--- config.mk ---
export PLATFORM = sky130hd
export DESIGN_NAME = dba_core
export DESIGN_NICKNAME = d
export VERILOG_FILES = /design/src/common/dba_pkg.sv /design/src/verilog/dba_core.sv
export SDC_FILE = /design/constraint.sdc
export NUM_CORES = 1
export LEC_CHECK = 0
export BUFFER_PORTS_ARGS = -buffer_cell sky130_fd_sc_hd__clkbuf_2
export CORE_ASPECT_RATIO = 0.8
export CORE_UTILIZATION = 50
export CTS_CLUSTER_SIZE = 14
export DETAILED_ROUTE_END_ITERATION = 7
export PLACE_DENSITY_LB_ADDON = 0.3
export SYNTH_ARGS = -nofsm -noshare
export SYNTH_HDL_FRONTEND = slang
export SYNTH_SLANG_ARGS = --single-unit
--- constraint.sdc ---
create_clock -name sys_clk -period 6.1 [get_ports sys_clk]
set_input_delay 0.305 -clock sys_clk [delete_from_list [all_inputs] [get_ports sys_clk]]
set_output_delay 0.305 -clock sys_clk [all_outputs]
set_load 0.02 [all_outputs]
--- src/common/dba_pkg.sv ---
// dba_pkg: constants for the bank/burst access block.
// assumes one sys_clk domain; data pins modelled as two words per clock.
package dba_pkg;
  localparam int BANK_GROUPS     = 4;      // bank groups
  localparam int BANKS_PER_GROUP = 4;      // banks in each group
  localparam int NUM_BANKS       = 16;     // total banks
  localparam int ROW_W           = 15;     // row address lines
  localparam int COL_W           = 10;     // column bits
  localparam int BG_W            = 2;      // bank group select width
  localparam int BA_W            = 2;      // bank select width
  localparam int BEATS_FULL      = 8;      // full eight beat burst
  localparam int BEATS_CHOP      = 4;      // chopped four beat burst
  localparam int CORE_CLOCKS     = 4;      // core transfer clocks
  localparam int CRC_ALERT_NS    = 100;    // crc alert pulse time
  localparam int CLK_NS          = 10;     // sys_clk period
  localparam int CRC_ALERT_CYC   = (CRC_ALERT_NS + CLK_NS - 1) / CLK_NS;
  localparam int PAR_RECOV_CYC   = 64;     // parity recovery cycles
  localparam logic [2:0] CMD_NOP = 3'h0;   // command codes
  localparam logic [2:0] CMD_ACT = 3'h1;
  localparam logic [2:0] CMD_RD  = 3'h2;
  localparam logic [2:0] CMD_WR  = 3'h3;
  typedef enum logic [2:0] {
    DBA_IDLE  = 3'h1,
    DBA_BURST = 3'h2,
    DBA_ERR   = 3'h4
  } dba_state_t;
endpackage : dba_pkg

--- src/verilog/dba_core.sv ---
// dba_core: bank table, burst engine and error alert of the dram device.
// assumes the controller initialises the part and activates before access.
// Behaviour
// - crc error: alert low fixed time
// - parity error: alert low until recovery
// - sixteen banks, four groups of four
// - one core transfer over four clocks
// - two data words per clock
// - bursts of eight or chopped four
// - activate takes group, bank, row
// - read/write address gives starting column
// - autoprecharge flag closes bank after access
// - burst chop low selects four beats when on-the-fly chop (otf_enable) is on
`timescale 1ns/1ns
module dba_core
  import dba_pkg::*;
#(
  parameter int W = 8  // n, data word width
) (
  input  wire logic              sys_clk,
  input  wire logic              rst,
  input  wire logic [2:0]        cmd,
  input  wire logic [BG_W-1:0]   bank_group_select,
  input  wire logic [BA_W-1:0]   bank_select,
  input  wire logic [ROW_W-1:0]  row_address_lines,
  input  wire logic              autoprecharge_flag,
  input  wire logic              burst_chop_n,
  input  wire logic              otf_enable,
  input  wire logic              crc_error,
  input  wire logic              parity_error,
  input  wire logic [2*W-1:0]    wr_data,
  output logic                   alert_n,
  output logic [2*W-1:0]         rd_data,
  output logic                   rd_valid,
  output logic                   wr_take,
  output logic [COL_W-1:0]       beat_col,
  output logic [NUM_BANKS-1:0]   bank_open,
  output logic                   cmd_error
);
  ////////////////////////////////////////////////////////////////////////
  // bank index from group and bank selects
  // sixteen banks, four groups
  function automatic logic [3:0] bank_idx(input logic [1:0] g, input logic [1:0] b);
    bank_idx = {g, b};
  endfunction : bank_idx

  dba_state_t          state;       // burst engine state
  logic [ROW_W-1:0]    open_row [NUM_BANKS];  // row held open per bank
  logic [3:0]          cur_bank;    // bank in the running burst
  logic                cur_ap;      // precharge when burst ends
  logic                cur_wr;      // burst direction
  logic [COL_W-1:0]    col_base;    // starting column
  logic [2:0]          pairs_left;  // clocks left, two beats each
  logic [1:0]          pair_cnt;    // pair index within the burst
  logic [2*W-1:0]      mem [NUM_BANKS*4];  // small per-bank store
  logic [7:0]          alert_cnt;   // alert low countdown
  logic [3:0]          idx;
  logic                start;

  assign idx   = bank_idx(bank_group_select, bank_select);
  // access only to an open bank
  assign start = (state == DBA_IDLE) && (cmd == CMD_RD || cmd == CMD_WR) && bank_open[idx];

  ////////////////////////////////////////////////////////////////////////
  // bank table
  always_ff @(posedge sys_clk) begin
    if (rst) begin
      bank_open <= '0;
    end else begin
      if (cmd == CMD_ACT && state == DBA_IDLE) begin
        bank_open[idx] <= 1'b1;
        open_row[idx]  <= row_address_lines;
      end
      if (state == DBA_BURST && pairs_left == 3'h1 && cur_ap) begin
        bank_open[cur_bank] <= 1'b0;
      end
    end
  end

  ////////////////////////////////////////////////////////////////////////
  // burst engine; address bits above COL_W are ignored as column
  always_ff @(posedge sys_clk) begin
    if (rst) begin
      state      <= DBA_IDLE;
      cur_bank   <= 4'h0;
      cur_ap     <= 1'b0;
      cur_wr     <= 1'b0;
      col_base   <= '0;
      pairs_left <= 3'h0;
      pair_cnt   <= 2'h0;
      cmd_error  <= 1'b0;
    end else begin
      cmd_error <= (cmd == CMD_RD || cmd == CMD_WR) && !start;
      case (state)
        DBA_IDLE: begin
          if (parity_error) begin
            state <= DBA_ERR;
          end else if (start) begin
            cur_bank <= idx;
            cur_ap   <= autoprecharge_flag;
            cur_wr   <= (cmd == CMD_WR);
            col_base <= row_address_lines[COL_W-1:0];
            pair_cnt <= 2'h0;
            // low chop line gives four beats only while otf_enable is set
            pairs_left <= (otf_enable && !burst_chop_n) ? 3'(BEATS_CHOP/2)
                                                        : 3'(BEATS_FULL/2);
            state <= DBA_BURST;
          end
        end
        DBA_BURST: begin
          pairs_left <= pairs_left - 3'h1;
          pair_cnt   <= pair_cnt + 2'h1;
          if (pairs_left == 3'h1) begin
            state <= DBA_IDLE;
          end
        end
        DBA_ERR: begin
          if (alert_cnt == 8'h1) begin
            state <= DBA_IDLE;
          end
        end
        default: state <= DBA_IDLE;
      endcase
    end
  end

  ////////////////////////////////////////////////////////////////////////
  // data path: two words a clock; core word of 8n spans four clocks
  logic [2:0] pair_no;
  // counts up from the first pair, so a chopped burst starts at its column too
  assign pair_no = {1'b0, pair_cnt};
  always_ff @(posedge sys_clk) begin
    if (rst) begin
      rd_valid <= 1'b0;
      wr_take  <= 1'b0;
      rd_data  <= '0;
      beat_col <= '0;
    end else begin
      rd_valid <= (state == DBA_BURST) && !cur_wr;
      wr_take  <= (state == DBA_BURST) && cur_wr;
      beat_col <= col_base + COL_W'({pair_no[1:0], 1'b0});
      if (state == DBA_BURST) begin
        if (cur_wr) begin
          mem[{cur_bank, pair_no[1:0]}] <= wr_data;
        end else begin
          rd_data <= mem[{cur_bank, pair_no[1:0]}];
        end
      end
    end
  end

  ////////////////////////////////////////////////////////////////////////
  // error alert; parity outranks crc since recovery is longer
  always_ff @(posedge sys_clk) begin
    if (rst) begin
      alert_cnt <= 8'h0;
      alert_n   <= 1'b1;
    end else begin
      if (parity_error) begin
        alert_cnt <= 8'(PAR_RECOV_CYC);
        alert_n   <= 1'b0;
      end else if (crc_error && alert_cnt == 8'h0) begin
        alert_cnt <= 8'(CRC_ALERT_CYC);
        alert_n   <= 1'b0;
      end else if (alert_cnt != 8'h0) begin
        alert_cnt <= alert_cnt - 8'h1;
        alert_n   <= (alert_cnt == 8'h1);
      end else begin
        alert_n <= 1'b1;
      end
    end
  end

  property p_crc_pulse;
    @(posedge sys_clk) disable iff (rst)
      (crc_error && !parity_error && alert_cnt == 8'h0 && alert_n) |=> !alert_n [*8] ##0 1;
  endproperty
  a_crc_pulse: assert property (p_crc_pulse) else $error("crc alert too short");

  property p_par_hold;
    @(posedge sys_clk) disable iff (rst)
      parity_error |=> (!alert_n && state == DBA_ERR) [*8];
  endproperty
  a_par_hold: assert property (p_par_hold) else $error("parity alert dropped");

  property p_idle_high;
    @(posedge sys_clk) disable iff (rst)
      (alert_cnt == 8'h0 && !crc_error && !parity_error) |=> alert_n;
  endproperty
  a_idle_high: assert property (p_idle_high) else $error("alert low with no error");

  property p_burst_len;
    @(posedge sys_clk) disable iff (rst)
      (start && !parity_error && !(otf_enable && !burst_chop_n)) |=>
        (state == DBA_BURST) [*4] ##1 (state == DBA_IDLE);
  endproperty
  a_burst_len: assert property (p_burst_len) else $error("full burst length wrong");

  property p_chop_len;
    @(posedge sys_clk) disable iff (rst)
      (start && !parity_error && otf_enable && !burst_chop_n) |=>
        (state == DBA_BURST) [*2] ##1 (state == DBA_IDLE);
  endproperty
  a_chop_len: assert property (p_chop_len) else $error("chopped burst length wrong");

  property p_act_open;
    @(posedge sys_clk) disable iff (rst)
      (cmd == CMD_ACT && state == DBA_IDLE) |=> bank_open[$past(idx)];
  endproperty
  a_act_open: assert property (p_act_open) else $error("activate did not open bank");

  property p_act_row;
    @(posedge sys_clk) disable iff (rst)
      (cmd == CMD_ACT && state == DBA_IDLE) |=>
        (open_row[$past(idx)] == $past(row_address_lines));
  endproperty
  a_act_row: assert property (p_act_row) else $error("activate row not held");

  property p_ap_close;
    @(posedge sys_clk) disable iff (rst)
      (state == DBA_BURST && pairs_left == 3'h1 && cur_ap) |=> !bank_open[$past(cur_bank)];
  endproperty
  a_ap_close: assert property (p_ap_close) else $error("autoprecharge left bank open");

  property p_rd_pairs;
    @(posedge sys_clk) disable iff (rst)
      (start && !parity_error && cmd == CMD_RD && !(otf_enable && !burst_chop_n)) |=>
        ##1 rd_valid [*4];
  endproperty
  a_rd_pairs: assert property (p_rd_pairs) else $error("read not four clocks");
endmodule : dba_core

==> results.json <==
{
  "rsz0062_at_grt": "false",
  "synth_xor_area_share_pct": 0.163,
  "avgRoutedWirePerCell_um": 31.1,
  "rrSetupSlack_ps": 2320,
  "root_buffer": "clkbuf_16",
  "htreeDepth": 3,
  "synth_compound_area_share_pct": 6.42,
  "cts_tree": "done",
  "antenna_found_initial": 6,
  "core_area_sq_um": 84600,
  "ys_top_cells_by_area": "edfxtp_1 (71%), mux4_2 (8.0%), dfxtp_1 (3.6%), mux2i_1 (3.1%), nor2_1 (1.3%)",
  "required_ps": 6460,
  "syn_area_sq_um": 43100,
  "utilization_pct": 57.4,
  "worstMarginPinSlew_ps": 1180,
  "maxSlewViolCount": 0,
  "vias": 24200,
  "syn_area_per_cell_sq_um": 18.2,
  "worst_setup_path_end_kind": "register",
  "fin_skew_ps": 24.1,
  "cp_max_fo": 9,
  "synth.most_common_cell": "edfxtp_1",
  "ant_nets": 0,
  "grt_pass1_vias": 23400,
  "startpoint_type": "register",
  "fmax_mhz": 264,
  "cts_made_buffers": 101,
  "hold_buffers": 22,
  "arrival_ps": 4140,
  "cts_repair_resize_count": 0,
  "maxCapViolCount": 0,
  "synth_edf_count": 1024,
  "synth_mux_area_share_pct": 12.4,
  "antenna_cells": 0,
  "yosysUniqueCellTypes": 72,
  "wl_met2_um": 52000,
  "path_clk_slew_ps": 60,
  "cts_sinks": 1102,
  "grt_pass1_wl_um": 167000,
  "async_flop_share_pct": 0,
  "synth_top_family_by_area": "multiplexers",
  "yosys-top-cells-count": "edfxtp_1 (1024), nor2_1 (153), mux4_2 (152)",
  "drc": 0,
  "hold_viol_final": 0,
  "top_layer": "met5",
  "grt_max_degree": 85,
  "leakagePower_nw": 15.3,
  "gr-usage-all-layers_pct": 27.0,
  "dr_wl_met3_um": 15400,
  "gp_congestion": 0.926,
  "area_growth_pct": 12.9,
  "portBuffers": 85,
  "synthAdderAreaFrac_pct": 0.250,
  "worstHoldPathType": "in -> reg",
  "synth_top_area_share_pct": 71.4,
  "synth_fp_nets": 2420,
  "drive_gt1_share_pct": 21.5,
  "dpl.hpwl_um": 68500,
  "crit_type": "reg -> reg",
  "yosys_register_bits": 1102,
  "ys_seq_area_share_pct": 75.0,
  "firstDrtPassIters": 6,
  "start_util_pct": 50.9,
  "power.density_nw_per_um2": 307,
  "timing.hold.ws_ps": 85.0,
  "fin_crit_sh_pct": 62.0,
  "io_pins": 91,
  "drt-total-wl_um": 117000,
  "met1_length_um": 45600,
  "grt-ovfl-total": 0,
  "clk_latency_ps": 670,
  "synth_flop_cell": "edfxtp_1",
  "fin_setup_tns_ps": 0,
  "yosysWarnings": 0,
  "die_h_um": 264,
  "clockBufferDepth": 3,
  "relSlewSlack_pct": 21.0,
  "synth_cells": 2367,
  "vdd_drop_max_uv": 262,
  "yosys.area.top_type": "edfxtp_1",
  "viasPerCell": 6.45,
  "synth-simple-area-share_pct": 3.68,
  "nNetsFinal": 2609,
  "post_cts_buffers": 0,
  "drt_iter0_drc": 3759,
  "die_x_um": 330,
  "rows": 95,
  "setup-violations-final": 0,
  "status": "complete, no violations",
  "finalWorstPathRequiredPeriod_ps": 3780,
  "die_area_sq_um": 87300
}
## kinds of logic after synthesis
logic type      after synthesis
compound gates              400
xor+xnor                      8
fa+ha+maj                     8
buf+inv                     164
flops                      1102
mux                         336
simple gates                349
## registers in the layout (all words and copies together), names as in the netlist
signal,flops
mem,1024
beat_col,10
col_base,10
bank_open,16
rd_valid,1
pair_cnt,2
alert_cnt,8
pairs_left,3
state,3
cur_wr,1
cur_bank,4
wr_take,1
rd_data,16
cur_ap,1
cmd_error,1
alert_n,1
## worst paths after layout
| kind | from | to | cells after the start |
|---|---|---|---|
| setup / recovery | state[1] | mem[15][10] | 6 |
| hold / removal | bank_select[1] | cur_bank[1] | 3 |
| setup reg to reg | state[1] | mem[15][10] | 6 |
| hold reg to reg | col_base[0] | beat_col[0] | 1 |
## power by group
group,internal (mW),leakage [nW],switching [mW]
clock network,3.63,1.60,2.70
logic,0.0918,3.87,0.248
registers,8.26,9.83,0.0168
total,12.0,15.3,2.96
## metrics by stage
| stage | std cells | power (mW) | setup WS (ps) | cell area (sq um) |
|---|---|---|---|---|
| after floorplan | 2367 | 8.57 | 3290 | 43100 |
| after global placement | 3546 | 8.75 | 2370 | 45100 |
| after detailed placement | 3546 | 8.76 | 2350 | 45100 |
| after CTS | 3752 | 15.0 | 2340 | 48600 |
| after global routing | 3752 | 15.3 | 2190 | 48600 |
| final | 3752 | 14.9 | 2320 | 48600 |
## cell usage in the layout (no fill, tap or decap), types with 20 or more instances in the layout
cell type      count
dlygate4sd3_1     22
a221o_1           26
nand2_1           78
mux4_2           152
clkbuf_2          85
clkinv_1          20
clkbuf_16        105
a211oi_1          22
buf_4            122
edfxtp_1        1024
o21ai_0           69
a22oi_1           46
clkbuf_1          28
nand3_1           38
mux2i_1          135
nor2_1           152
mux2_2            48
a21oi_1           90
dfxtp_1           75
## routing by layer
metal | vias to the layer above | track usage, %
li1 | 9964 | -
met5 | - | 0
met4 | 8 | 7.10
met2 | 1502 | 39.7
met1 | 12500 | 39.2
met3 | 237 | 8.19
## final cells by class
| type | count | area, sq um |
|---|---|---|
| well taps | 1115 | 1400 |
| clock inverters | 49 | 500 |
| clock buffers | 135 | 2760 |
| flip-flops and latches | 1102 | 32300 |
| repair buffers | 235 | 1680 |
| multi-input cells | 1101 | 9890 |
| fillers | 6281 | 36000 |
| inverters | 15 | 56.3 |
## worst max-delay path, stage by stage (launching register included)
cell     delay [ps]
dfxtp_1         420
or3b_1          510
nor3b_1         480
and2_1          270
nand3_1         520
nor2_1          940
buf_4           330
No activity file was read; power rests on OpenSTA's default activity.
